[src/pwr_cfg_pkg.sv]
// Purpose: Constants and types shared by the power control configuration register block.
// Assumes: AHB-Lite register access, 32-bit data, one aligned word per register.
// Notes: Printed offsets are not all multiples of four, so each is a register index.
package pwr_cfg_pkg;
    localparam logic [7:0] slow_clock_config_idx = 8'hF0;
    localparam logic [7:0] irq_generation_enable_config_idx = 8'hF1;
    localparam logic [7:0] irq_frame_lo_idx = 8'h1B;
    localparam logic [7:0] irq_frame_hi_idx = 8'h1C;
    localparam logic [7:0] irq_status_idx = 8'h20;
    localparam logic [7:0] irq_mask_idx = 8'h21;
    localparam logic [9:0] slow_clock_config_addr = {slow_clock_config_idx, 2'b00};
    localparam logic [9:0] irq_generation_enable_config_addr =
        {irq_generation_enable_config_idx, 2'b00};
    localparam logic [9:0] irq_frame_lo_addr = {irq_frame_lo_idx, 2'b00};
    localparam logic [9:0] irq_frame_hi_addr = {irq_frame_hi_idx, 2'b00};
    localparam logic [9:0] irq_status_addr = {irq_status_idx, 2'b00};
    localparam logic [9:0] irq_mask_addr = {irq_mask_idx, 2'b00};
    localparam int slow_clock_absent_bit = 0;
    localparam int key_wake_logic_off_bit = 1;
    localparam int irq_gen_enable_bit = 0;
    localparam logic [7:0] slow_clock_config_rst = 8'h00;
    localparam logic [7:0] irq_generation_enable_config_rst = 8'h00;
    localparam logic [7:0] slow_clock_config_wmask = 8'h03;
    localparam logic [7:0] irq_generation_enable_config_wmask = 8'h01;
    localparam logic [15:0] irq_frame_rst = 16'h0000;
    localparam logic [1:0] evt_rst = 2'b00;
    localparam int evt_cfg_change = 0;
    localparam int evt_frames_blocked = 1;
    localparam logic [1:0] htrans_nonseq = 2'b10;
    localparam logic [2:0] hsize_word = 3'b010;

    typedef struct packed {
        logic sel;
        logic write;
        logic [9:0] addr;
    } ahb_req_t;

    typedef struct packed {
        logic slow_clock_absent;
        logic key_wake_logic_off;
        logic irq_gen_enable;
    } cfg_t;
endpackage

[src/pin_sync.sv]
// Purpose: Three-stage synchroniser that accepts a change once stages two and three agree.
// Assumes: Input is asynchronous to clk.
// Notes: The first stage is read only by the second.
`timescale 1ns/10ps
module pin_sync (
    input wire logic clk,
    input wire logic rst,
    input wire logic din,
    output logic dout
);
    logic s1;
    logic s2;
    logic s3;

    always_ff @(posedge clk) begin
        if (rst) begin
            s1 <= 1'b0;
            s2 <= 1'b0;
            s3 <= 1'b0;
            dout <= 1'b0;
        end else begin
            s1 <= din;
            s2 <= s1;
            s3 <= s2;
            if (s2 == s3) begin
                dout <= s3;
            end
        end
    end
endmodule

[src/power_ctrl_config_regs.sv]
// Purpose: Power control configuration registers on AHB-Lite with frame gating and clock gate.
// Assumes: One clock; standby and main resets arrive as synchronous active-high inputs.
// Notes: Writes take no wait state, reads take one; unmapped addresses read zero, OKAY.
`timescale 1ns/10ps
module power_ctrl_config_regs (
    input wire logic clk,
    input wire logic rst,
    input wire logic main_rst,
    input wire logic hsel,
    input wire logic [31:0] haddr,
    input wire logic [1:0] htrans,
    input wire logic hwrite,
    input wire logic [2:0] hsize,
    input wire logic [31:0] hwdata,
    input wire logic hready,
    output logic [31:0] hrdata,
    output logic hreadyout,
    output logic hresp,
    input wire logic slow_clock_input_pin,
    input wire logic [15:0] irq_frame_request,
    output logic [15:0] irq_frame_drive_low,
    output logic key_wake_clk_en,
    output logic key_wake_slow_tick,
    output pwr_cfg_pkg::cfg_t cfg,
    output logic irq
);
    import pwr_cfg_pkg::*;

    // ---------------------------------------------
    // Bus address phase capture
    // ---------------------------------------------
    ahb_req_t req;
    logic [7:0] slow_clock_config;
    logic [7:0] irq_generation_enable_config;
    logic [15:0] irq_generating_registers;
    logic [1:0] irq_status;
    logic [1:0] irq_mask;
    logic slow_pin;
    logic slow_pin_d;
    logic wr;
    logic [1:0] evt;
    logic [31:0] next_rdata;
    logic rd_ready;

    always_ff @(posedge clk) begin
        if (rst) begin
            req <= '0;
        end else if (hready) begin
            req.sel <= hsel && (htrans == htrans_nonseq) && (hsize == hsize_word);
            req.write <= hwrite;
            req.addr <= haddr[9:0];
        end
    end

    assign wr = req.sel && req.write;
    // A read stalls one cycle so that its data come from a flip-flop and see a write just landed.
    assign hreadyout = !(req.sel && !req.write && !rd_ready);

    always_ff @(posedge clk) begin
        if (rst) begin
            rd_ready <= 1'b0;
        end else begin
            rd_ready <= req.sel && !req.write && !rd_ready;
        end
    end
    assign hresp = 1'b0;

    // ---------------------------------------------
    // Configuration registers
    // ---------------------------------------------
    // The slow-clock register survives main resets and clears only on standby reset.
    always_ff @(posedge clk) begin
        if (rst) begin
            slow_clock_config <= slow_clock_config_rst;
        end else if (wr && req.addr == slow_clock_config_addr) begin
            slow_clock_config <= hwdata[7:0] & slow_clock_config_wmask;
        end
    end

    always_ff @(posedge clk) begin
        if (rst || main_rst) begin
            irq_generation_enable_config <= irq_generation_enable_config_rst;
        end else if (wr && req.addr == irq_generation_enable_config_addr) begin
            irq_generation_enable_config <= hwdata[7:0] & irq_generation_enable_config_wmask;
        end
    end

    always_ff @(posedge clk) begin
        if (rst || main_rst) begin
            irq_generating_registers <= irq_frame_rst;
        end else if (wr && req.addr == irq_frame_lo_addr) begin
            irq_generating_registers[7:0] <= hwdata[7:0];
        end else if (wr && req.addr == irq_frame_hi_addr) begin
            irq_generating_registers[15:8] <= hwdata[7:0];
        end
    end

    assign cfg.slow_clock_absent = slow_clock_config[slow_clock_absent_bit];
    assign cfg.key_wake_logic_off = slow_clock_config[key_wake_logic_off_bit];
    assign cfg.irq_gen_enable = irq_generation_enable_config[irq_gen_enable_bit];

    // ---------------------------------------------
    // Slow clock and key-wake gating
    // ---------------------------------------------
    pin_sync u_slow_sync (
        .clk(clk),
        .rst(rst),
        .din(slow_clock_input_pin),
        .dout(slow_pin)
    );

    always_ff @(posedge clk) begin
        if (rst) begin
            slow_pin_d <= 1'b0;
            key_wake_slow_tick <= 1'b0;
        end else begin
            slow_pin_d <= slow_pin;
            // A grounded pin or disabled logic gives no ticks at all.
            key_wake_slow_tick <= slow_pin && !slow_pin_d && !cfg.slow_clock_absent
                && !cfg.key_wake_logic_off;
        end
    end

    assign key_wake_clk_en = !cfg.key_wake_logic_off && !cfg.slow_clock_absent;

    // ---------------------------------------------
    // Serial IRQ frame gating
    // ---------------------------------------------
    always_ff @(posedge clk) begin
        if (rst || main_rst) begin
            irq_frame_drive_low <= irq_frame_rst;
        end else if (cfg.irq_gen_enable) begin
            irq_frame_drive_low <= irq_frame_request & irq_generating_registers;
        end else begin
            irq_frame_drive_low <= irq_frame_rst;
        end
    end

    // ---------------------------------------------
    // Interrupt status and mask
    // ---------------------------------------------
    assign evt[evt_cfg_change] = wr && (req.addr == slow_clock_config_addr
        || req.addr == irq_generation_enable_config_addr);
    assign evt[evt_frames_blocked] = !cfg.irq_gen_enable
        && |(irq_frame_request & irq_generating_registers);

    // A new event in the clearing cycle keeps its bit set.
    always_ff @(posedge clk) begin
        if (rst) begin
            irq_status <= evt_rst;
        end else if (wr && req.addr == irq_status_addr) begin
            irq_status <= (irq_status & ~hwdata[1:0]) | evt;
        end else begin
            irq_status <= irq_status | evt;
        end
    end

    always_ff @(posedge clk) begin
        if (rst) begin
            irq_mask <= evt_rst;
        end else if (wr && req.addr == irq_mask_addr) begin
            irq_mask <= hwdata[1:0];
        end
    end

    assign irq = |(irq_status & irq_mask);

    // ---------------------------------------------
    // Read data
    // ---------------------------------------------
    always_comb begin
        next_rdata = 32'h0000_0000;
        unique case (req.addr)
            slow_clock_config_addr: next_rdata = {24'h00_0000, slow_clock_config};
            irq_generation_enable_config_addr:
                next_rdata = {24'h00_0000, irq_generation_enable_config};
            irq_frame_lo_addr: next_rdata = {24'h00_0000, irq_generating_registers[7:0]};
            irq_frame_hi_addr: next_rdata = {24'h00_0000, irq_generating_registers[15:8]};
            irq_status_addr: next_rdata = {30'h0000_0000, irq_status};
            irq_mask_addr: next_rdata = {30'h0000_0000, irq_mask};
            default: next_rdata = 32'h0000_0000;
        endcase
    end

    always_ff @(posedge clk) begin
        if (rst) begin
            hrdata <= 32'h0000_0000;
        end else if (req.sel && !req.write && !rd_ready) begin
            hrdata <= next_rdata;
        end
    end

    // ---------------------------------------------
    // Assertions
    // ---------------------------------------------
    AST_GATE_OFF: assert property (@(posedge clk) disable iff (rst)
        !cfg.irq_gen_enable |=> irq_frame_drive_low == 16'h0000)
        else $error("Frames driven while generation disabled.");
    AST_GATE_ON: assert property (@(posedge clk) disable iff (rst || main_rst)
        cfg.irq_gen_enable && !main_rst |=> irq_frame_drive_low ==
        ($past(irq_frame_request) & $past(irq_generating_registers)))
        else $error("Frame drive does not follow requests.");
    AST_CLK_GATE: assert property (@(posedge clk) disable iff (rst)
        cfg.key_wake_logic_off |-> !key_wake_clk_en)
        else $error("Key-wake clock runs while logic is off.");
    AST_TICK_OFF: assert property (@(posedge clk) disable iff (rst)
        $past(cfg.key_wake_logic_off) |-> !key_wake_slow_tick)
        else $error("Key-wake tick while logic is off.");
    AST_ABSENT: assert property (@(posedge clk) disable iff (rst)
        $past(cfg.slow_clock_absent) |-> !key_wake_slow_tick)
        else $error("Slow tick with clock absent.");
    AST_MAIN_RST: assert property (@(posedge clk) disable iff (rst)
        main_rst |=> !cfg.irq_gen_enable && irq_generating_registers == 16'h0000)
        else $error("Main reset did not clear enable.");
    AST_KEEP_SLOW: assert property (@(posedge clk) disable iff (rst)
        main_rst && !wr |=> $stable(slow_clock_config))
        else $error("Main reset disturbed slow-clock register.");
    AST_FRAME_WR: assert property (@(posedge clk) disable iff (rst || main_rst)
        wr && req.addr == irq_frame_lo_addr |=>
        irq_generating_registers[7:0] == $past(hwdata[7:0]))
        else $error("Frame register write lost.");
    AST_IRQ: assert property (@(posedge clk) disable iff (rst)
        evt[evt_cfg_change] |=> irq_status[evt_cfg_change])
        else $error("Configuration event did not set its status bit.");
    COV_ENABLE: cover property (@(posedge clk) cfg.irq_gen_enable ##1 |irq_frame_drive_low);
    COV_KEY_OFF: cover property (@(posedge clk) cfg.key_wake_logic_off);
    COV_TICK: cover property (@(posedge clk) key_wake_slow_tick);
    COV_IRQ: cover property (@(posedge clk) irq);
endmodule

[config.mk]
export PLATFORM = sky130hd
export DESIGN_NAME = power_ctrl_config_regs
export DESIGN_NICKNAME = d
export VERILOG_FILES = /design/src/pwr_cfg_pkg.sv /design/src/pin_sync.sv /design/src/power_ctrl_config_regs.sv
export SDC_FILE = /design/constraint.sdc
export NUM_CORES = 1
export LEC_CHECK = 0
export BUFFER_PORTS_ARGS = -buffer_cell sky130_fd_sc_hd__buf_2
export CAP_MARGIN = 20
export CELL_PAD_IN_SITES_DETAIL_PLACEMENT = 0
export CELL_PAD_IN_SITES_GLOBAL_PLACEMENT = 2
export CORE_AREA = 2 2 109 111
export DETAILED_ROUTE_END_ITERATION = 8
export DIE_AREA = 0 0 111 113
export GPL_TIMING_DRIVEN = 0
export PLACE_DENSITY_LB_ADDON = 0.05
export SYNTH_ARGS = -nofsm -noshare
export SYNTH_HDL_FRONTEND = slang
export SYNTH_SLANG_ARGS = --single-unit
[constraint.sdc]
create_clock -name clk -period 2.2 [get_ports clk]
set_clock_uncertainty 0.05 [all_clocks]
set_input_delay 0.44 -clock clk [delete_from_list [all_inputs] [get_ports clk]]
set_output_delay 0.44 -clock clk [all_outputs]
set_load 0.02 [all_outputs]
==> results of run 1 <==
[cell families (layout without fill, tap and decap cells)]
family          count (synthesis)  after routing  share of synthesized area
other cells                     1             25                    0.00134
mux                            33             33                      0.118
flops                          66             66                      0.471
simple gates                  129            129                      0.248
buf+inv                        40            132                     0.0932
compound gates                 24             24                     0.0682
[power groups by stage]
stage                     registers [W]  clock network [W]  logic [W]
final                           0.00123            0.00130   0.000217
after global routing            0.00123            0.00140   0.000238
after CTS                       0.00123            0.00134   0.000217
after detailed placement        0.00126                  0   0.000215
after global placement          0.00126                  0   0.000214
after floorplan                 0.00125                  0   0.000147
[what timing repair did]
item | 4_1_cts | 5_1_grt
endpoints found under the setup margin | 9 | 10
setup buffers | 3 | 0
gates resized for setup | 2 | 2
[cell usage in the layout (no fill, tap or decap), drive strengths merged, types with 2 or more instances in the layout]
cell type,Yosys,routed
clkinv,1,5
nor3,8,8
clkbuf,9,19
nand2b,2,2
dfxtp,66,66
nor2,59,59
a221oi,7,7
nor4,4,4
or3,2,2
a21oi,4,4
nor3b,2,2
nor4b,4,4
and2,3,3
or2,2,2
conb,1,25
inv,3,3
nand4,8,8
a41o,2,2
nor2b,4,4
buf,27,104
mux2i,32,32
nand2,23,23
[area by class of cell]
cell class / instances / area [µm²]
inverter: 4 / 16.3
clock inverter: 5 / 31.3
clock buffer: 10 / 239
timing repair buffer: 77 / 393
tap: 143 / 179
multi-input combinational: 211 / 1340
sequential: 66 / 1320
buffer: 36 / 246
fill: 1196 / 7510
[worst reg2reg max path: cells and delay by family, from the launching register on]
family	cells	cell delay (ps)
AOI/OAI and AO/OA	1	240
DFF	1	360
buffers and inverters	1	190
and+or+nand+nor	3	1100
[routing by layer]
| layer | track usage | vias up | routed length, µm |
|---|---|---|---|
| met3 | 0.0284 | 13 | 402 |
| met1 | 0.177 | 1088 | 3870 |
| met2 | 0.202 | 79 | 3540 |
| met5 | 0 | - | 0 |
| li1 | - | 1199 | - |
| met4 | 0.0608 | 0 | 143 |
[through the flow]
step / hold slack (ps) / cell area [µm²]
floorplan: 364 / 2900
global placement: 400 / 3440
detailed placement: 385 / 3440
CTS: 284 / 3740
global route: 302 / 3760
finish: 286 / 3760
[state kept, by name (all words and copies together), names as in the netlist, 2 cells and up]
signal and flops:
irq_generating_registers 16, irq_status 2, req 12, irq_mask 2, irq_frame_drive_low 16, slow_clock_config 2
hrdata 8
[path summary, 6_finish.rpt]
kind / endpoint / from / slack (ps)
worst max-delay path: hrdata[0] / req[0] / 170
worst min-delay path: u_slow_sync.s1 / slow_clock_input_pin / 290
worst max register to register: hrdata[0] / req[0] / 170
worst min register to register: u_slow_sync.s2 / u_slow_sync.s1 / 400
==> run_summary.xml, run 1 <==
<?xml version="1.0" encoding="UTF-8"?>
<metrics>
  <group name="outcome">
    <metric name="status" unit="">completed</metric>
  </group>
  <group name="pwr">
    <metric name="p_leak" unit="nW">1.71</metric>
    <metric name="power.share.switching" unit="">0.240</metric>
    <metric name="power_share_of_the_combinational_group" unit="">0.079</metric>
    <metric name="power_frac_seq" unit="">0.448</metric>
    <metric name="power.share.clock" unit="">0.473</metric>
    <metric name="total_power" unit="W">0.00275</metric>
    <metric name="power.internal" unit="W">0.00209</metric>
    <metric name="vdd_drop_max" unit="V">0.000287</metric>
    <metric name="power_switching" unit="W">0.000658</metric>
    <metric name="pwr_density_cell" unit="nW/µm²">730</metric>
  </group>
  <group name="timing">
    <metric name="postLayoutSetupSlackWorst" unit="ps">170</metric>
    <metric name="finalCritPeriodShare" unit="">0.923</metric>
    <metric name="slew_headroom" unit="">0.443</metric>
    <metric name="timing_worst_slew_pin_value" unit="ps">830</metric>
    <metric name="setup_viol_count_final" unit="">0</metric>
    <metric name="final_hold_viol_count" unit="">0</metric>
    <metric name="final_max_slew_viol_count" unit="">0</metric>
    <metric name="clock_period_minus_worst_slack" unit="ps">2030</metric>
    <metric name="fmax" unit="MHz">493</metric>
    <metric name="totalNegativeSetupSlack" unit="ps">0</metric>
    <metric name="rsz0062_at_grt" unit="">false</metric>
  </group>
  <group name="worst_setup_path">
    <metric name="cp_cell_sequence" unit="">nor4_2 &gt; nor4b_4 &gt; buf_4 &gt; nand2_1 &gt; a311oi_1</metric>
    <metric name="critPathBufInv" unit="">1</metric>
    <metric name="cp_slowest_stage_delay" unit="ps">700</metric>
    <metric name="cp.arrival" unit="ps">2210</metric>
    <metric name="critPathCaptureType" unit="">register</metric>
    <metric name="start_kind" unit="">register</metric>
    <metric name="critPathKind" unit="">register to register</metric>
    <metric name="reg2reg_depth" unit="">5</metric>
    <metric name="critPathRequiredTime" unit="ps">2380</metric>
    <metric name="critical_path.slowest_cell" unit="">nor4_2</metric>
    <metric name="cp_top_family" unit="">simple AND/OR/NAND/NOR gates</metric>
    <metric name="cp.depth" unit="">5</metric>
    <metric name="worst-path-max-fanout" unit="">6</metric>
  </group>
  <group name="synthesis">
    <metric name="synth_largest_type_area_fraction" unit="">0.471</metric>
    <metric name="yosysSeqAreaShare" unit="">0.471</metric>
    <metric name="synth_ff_type" unit="">dfxtp_1</metric>
    <metric name="synth_most_common_cell" unit="">dfxtp_1</metric>
    <metric name="syn_inst" unit="">293</metric>
    <metric name="yosys_warnings" unit="">0</metric>
    <metric name="avgSynthCellArea" unit="µm²">9.57</metric>
    <metric name="number_of_different_library_cells_in_the_post_synthesis_netlist" unit="">50</metric>
    <metric name="ffs_w_async_s_r_synth" unit="">0</metric>
    <metric name="post-synth-top-area-cell" unit="">dfxtp_1</metric>
    <metric name="synth_commonest_cells" unit="">dfxtp_1 (66), nor2_1 (59), mux2i_1 (32), buf_4 (25), nand2_1 (23)</metric>
    <metric name="mappedNetlistArea" unit="µm²">2810</metric>
    <metric name="synthTopCellsByArea" unit="">dfxtp_1 (47%), mux2i_1 (11%), nor2_1 (7.9%)</metric>
    <metric name="yosys_register_bits" unit="">66</metric>
    <metric name="synth-edff-count" unit="">0</metric>
  </group>
  <group name="route">
    <metric name="dr.first_iter.drc_count" unit="">72</metric>
    <metric name="drcViolationCount" unit="">0</metric>
    <metric name="routed-via-count" unit="">2379</metric>
    <metric name="route.final.wire_length" unit="µm">7960</metric>
    <metric name="vias_per_cell" unit="">4.31</metric>
    <metric name="routedWlPerCell" unit="µm">14.4</metric>
    <metric name="detailedRoute.firstPassIterationCount" unit="">4</metric>
    <metric name="drt.antenna.violating_nets" unit="">0</metric>
  </group>
  <group name="floorplan">
    <metric name="die-width" unit="µm">111</metric>
    <metric name="core_region_area" unit="µm²">11300</metric>
    <metric name="chipHeight" unit="µm">113</metric>
    <metric name="ios" unit="">148</metric>
    <metric name="initial_core_util" unit="">0.249</metric>
    <metric name="placement_rows" unit="">39</metric>
    <metric name="die_area" unit="µm²">12500</metric>
  </group>
  <group name="cells_and_area">
    <metric name="layoutNonFillerInstCount" unit="">552</metric>
    <metric name="area_delta_synth_final" unit="%">34.1</metric>
    <metric name="final_net_count" unit="">497</metric>
    <metric name="diodes" unit="">0</metric>
    <metric name="final_core_utilization" unit="">0.334</metric>
    <metric name="layout_cells_sized_above_1" unit="">0.320</metric>
  </group>
  <group name="cts">
    <metric name="clkLatencyLatePin" unit="ps">320</metric>
    <metric name="tritoncts" unit="">yes</metric>
    <metric name="clk_buf_depth" unit="">2</metric>
    <metric name="ctsHoldBuffers" unit="">0</metric>
    <metric name="cts.reportedPaths.clkPinSlew" unit="ps">50</metric>
    <metric name="cts_made_buffers" unit="">9</metric>
    <metric name="cell_at_the_root_of_the_clock_tree" unit="">clkbuf_16</metric>
    <metric name="number_of_h_tree_levels" unit="">3</metric>
    <metric name="clock-sinks" unit="">66</metric>
  </group>
  <group name="placed_design">
    <metric name="place.gp.congestion" unit="">0.747</metric>
    <metric name="post-dp-hpwl" unit="µm">6000</metric>
    <metric name="numPlacedInstances" unit="">534</metric>
    <metric name="pre_cts_setup_slack" unit="ps">-285</metric>
    <metric name="io_buffer_count" unit="">74</metric>
  </group>
  <group name="min_path">
    <metric name="hold_depth" unit="">2</metric>
    <metric name="hold_class" unit="">primary input to register</metric>
  </group>
  <group name="global_routing">
    <metric name="first_pass_grt_wire_length" unit="µm">12700</metric>
    <metric name="grt.total_usage" unit="">0.132</metric>
    <metric name="maximum_number_of_pins_on_one_net_before_global_route_repair" unit="">12</metric>
    <metric name="global_route.overflow_total" unit="">0</metric>
    <metric name="antenna_found_initial" unit="">0</metric>
    <metric name="number_of_global_route_vias_before_repair" unit="">2399</metric>
  </group>
  <group name="run">
    <metric name="maxCapViolations" unit="">0</metric>
  </group>
</metrics>
No activity file was read; power rests on OpenSTA's default activity.
==> inputs of run 2 (changes only) <==
- CORE_AREA: 2 2 109 111 -> 2 2 122 100
- DIE_AREA: 0 0 111 113 -> 0 0 124 102
- RECOVER_POWER: unset -> 50
==> run 2 against run 1 <==
Effect of this change:
- power rose by 19%
- final cell count up 1.1%
- cell area is 1.9% higher
- largest power group unchanged
- routed wire length rose by 1.5%
==> run_summary.xml, run 2 (synthesis gave the netlist of run 1 again) <==
<?xml version="1.0" encoding="UTF-8"?>
<metrics>
  <group name="cts">
    <metric name="number_of_h_tree_levels" unit="">3</metric>
    <metric name="cts_made_buffers" unit="">9</metric>
    <metric name="clk_buf_depth" unit="">2</metric>
    <metric name="clkLatencyLatePin" unit="ps">330</metric>
    <metric name="cts.reportedPaths.clkPinSlew" unit="ps">60</metric>
    <metric name="clock-sinks" unit="">66</metric>
    <metric name="ctsHoldBuffers" unit="">0</metric>
    <metric name="tritoncts" unit="">yes</metric>
    <metric name="cell_at_the_root_of_the_clock_tree" unit="">clkbuf_16</metric>
  </group>
  <group name="timing">
    <metric name="finalCritPeriodShare" unit="">0.908</metric>
    <metric name="rsz0062_at_grt" unit="">false</metric>
    <metric name="fmax" unit="MHz">500</metric>
    <metric name="final_hold_viol_count" unit="">0</metric>
    <metric name="slew_headroom" unit="">0.402</metric>
    <metric name="timing_worst_slew_pin_value" unit="ps">890</metric>
    <metric name="clock_period_minus_worst_slack" unit="ps">2000</metric>
    <metric name="setup_viol_count_final" unit="">0</metric>
    <metric name="final_max_slew_viol_count" unit="">0</metric>
  </group>
  <group name="cells_and_area">
    <metric name="area_delta_synth_final" unit="%">36.7</metric>
    <metric name="mostFrequentLayoutCells" unit="">dfxtp_1 (66), nor2_1 (59), buf_2 (49), clkbuf_1 (34), mux2i_1 (32)</metric>
    <metric name="final_net_count" unit="">497</metric>
    <metric name="design_area" unit="µm²">3830</metric>
    <metric name="layout.cells.most_common" unit="">dfxtp_1</metric>
    <metric name="diodes" unit="">0</metric>
    <metric name="layoutNonFillerInstCount" unit="">558</metric>
    <metric name="reg.largest.list" unit="">irq_frame_drive_low x16, irq_generating_registers x16, req x12</metric>
    <metric name="layout_cells_sized_above_1" unit="">0.259</metric>
  </group>
  <group name="floorplan">
    <metric name="die-width" unit="µm">124</metric>
    <metric name="die_area" unit="µm²">12600</metric>
    <metric name="chipHeight" unit="µm">102</metric>
    <metric name="ios" unit="">148</metric>
    <metric name="placement_rows" unit="">35</metric>
    <metric name="core_region_area" unit="µm²">11400</metric>
    <metric name="initial_core_util" unit="">0.246</metric>
  </group>
  <group name="global_routing">
    <metric name="global_route.overflow_total" unit="">0</metric>
    <metric name="antenna_found_initial" unit="">0</metric>
    <metric name="maximum_number_of_pins_on_one_net_before_global_route_repair" unit="">12</metric>
    <metric name="grt.total_usage" unit="">0.135</metric>
    <metric name="first_pass_grt_wire_length" unit="µm">12500</metric>
    <metric name="number_of_global_route_vias_before_repair" unit="">2274</metric>
  </group>
  <group name="pwr">
    <metric name="power.share.clock" unit="">0.560</metric>
    <metric name="vdd_drop_max" unit="V">0.000309</metric>
    <metric name="power_switching" unit="W">0.000663</metric>
    <metric name="p_leak" unit="nW">1.65</metric>
    <metric name="power_share_of_the_combinational_group" unit="">0.065</metric>
    <metric name="power.share.switching" unit="">0.202</metric>
    <metric name="power.internal" unit="W">0.00262</metric>
    <metric name="total_power" unit="W">0.00328</metric>
    <metric name="pwr_density_cell" unit="nW/µm²">856</metric>
    <metric name="power_frac_seq" unit="">0.375</metric>
  </group>
  <group name="worst_setup_path">
    <metric name="critPathCaptureType" unit="">register</metric>
    <metric name="reg2reg_depth" unit="">4</metric>
    <metric name="worst-r2r-setup-slack" unit="ps">200</metric>
    <metric name="critPathRequiredTime" unit="ps">2350</metric>
    <metric name="regToRegStartpoint" unit="">req[6]</metric>
    <metric name="start_kind" unit="">register</metric>
    <metric name="worstReg2RegEnd" unit="">irq_generating_registers[6]</metric>
    <metric name="cp_slowest_stage_delay" unit="ps">820</metric>
    <metric name="cp_top_family" unit="">simple AND/OR/NAND/NOR gates</metric>
    <metric name="worst-path-max-fanout" unit="">8</metric>
    <metric name="critPathBufInv" unit="">0</metric>
    <metric name="critical_path.slowest_cell" unit="">nor4_4</metric>
    <metric name="cp_cell_sequence" unit="">nand4bb_4 &gt; nor4_4 &gt; mux2i_1 &gt; nor2_1</metric>
    <metric name="critPathKind" unit="">register to register</metric>
    <metric name="cp.arrival" unit="ps">2150</metric>
  </group>
  <group name="route">
    <metric name="drt.antenna.violating_nets" unit="">0</metric>
    <metric name="dr.first_iter.drc_count" unit="">119</metric>
    <metric name="vias_per_cell" unit="">4.28</metric>
    <metric name="route.final.wire_length" unit="µm">8080</metric>
    <metric name="routedWlPerCell" unit="µm">14.5</metric>
    <metric name="drcViolationCount" unit="">0</metric>
    <metric name="detailedRoute.firstPassIterationCount" unit="">4</metric>
    <metric name="routed-via-count" unit="">2391</metric>
  </group>
  <group name="placed_design">
    <metric name="dpl_cell_area" unit="µm²">3450</metric>
    <metric name="numPlacedInstances" unit="">539</metric>
    <metric name="post-dp-hpwl" unit="µm">6220</metric>
    <metric name="io_buffer_count" unit="">74</metric>
    <metric name="place.gp.congestion" unit="">0.772</metric>
  </group>
  <group name="min_path">
    <metric name="hold_depth" unit="">3</metric>
    <metric name="min_to" unit="">req[1]</metric>
    <metric name="hold_path_startpoint" unit="">haddr[1]</metric>
    <metric name="hold_class" unit="">primary input to register</metric>
  </group>
  <group name="outcome">
    <metric name="status" unit="">completed</metric>
  </group>
  <group name="run">
    <metric name="maxCapViolations" unit="">0</metric>
  </group>
</metrics>
-- run 2: worst max-delay path by stage --
stage,startpoint,depth (start not counted),endpoint
finish,req[6],4,irq_generating_registers[6]
global route,req[2],5,irq_generating_registers[1]
global placement,req[11],4,hrdata[6]
floorplan,req[2],5,hrdata[1]
CTS,req[2],5,hrdata[6]
detailed placement,req[11],4,hrdata[6]
-- run 2: what timing repair did --
item	in CTS	in global routing
buffers inserted	1	2
setup endpoints to repair	8	7
resized for setup	2	1
-- run 2: power by group through the flow --
stage / clock network [W] / registers (W) / logic [W]
3_5_place_dp: 0 / 0.00126 / 0.000213
5_1_grt: 0.00194 / 0.00123 / 0.000233
4_1_cts: 0.00188 / 0.00123 / 0.000214
2_1_floorplan: 0 / 0.00125 / 0.000147
3_3_place_gp: 0 / 0.00126 / 0.000213
6_report: 0.00184 / 0.00123 / 0.000213
-- run 2: final cells by class --
class / instances / area (µm²)
fillers: 1213 / 7550
flip-flops and latches: 66 / 1320
inverters: 4 / 16.3
plain buffers: 36 / 236
well taps: 148 / 185
clock buffers: 12 / 267
clock inverters: 4 / 120
multi-input cells: 211 / 1330
repair buffers: 77 / 362
-- run 2: worst register-to-register path: cells and delay by family, from the launching register on --
family | cells | cell delay, ps
simple gates | 3 | 1090
flops | 1 | 460
mux | 1 | 270
-- run 2: metal layers --
layer | track usage | up-vias | part of all wire
li1 | - | 1203 | -
met1 | 0.188 | 1105 | 0.50
met2 | 0.200 | 73 | 0.43
met3 | 0.0368 | 10 | 0.057
met4 | 0.0493 | 0 | 0.016
met5 | 0 | - | 0
-- run 2: metrics by stage --
stage | TNS (ps) | util | worst slack (ps) | hold WS, ps
after floorplan | 0 | - | 465 | 364
after global routing | 0 | 0.337 | 51.3 | 294
after CTS | 0 | 0.338 | 7.00 | 288
after detailed placement | -858 | 0.303 | -276 | 402
final | 0 | 0.337 | 201 | 296
after global placement | -948 | 0.303 | -298 | 395
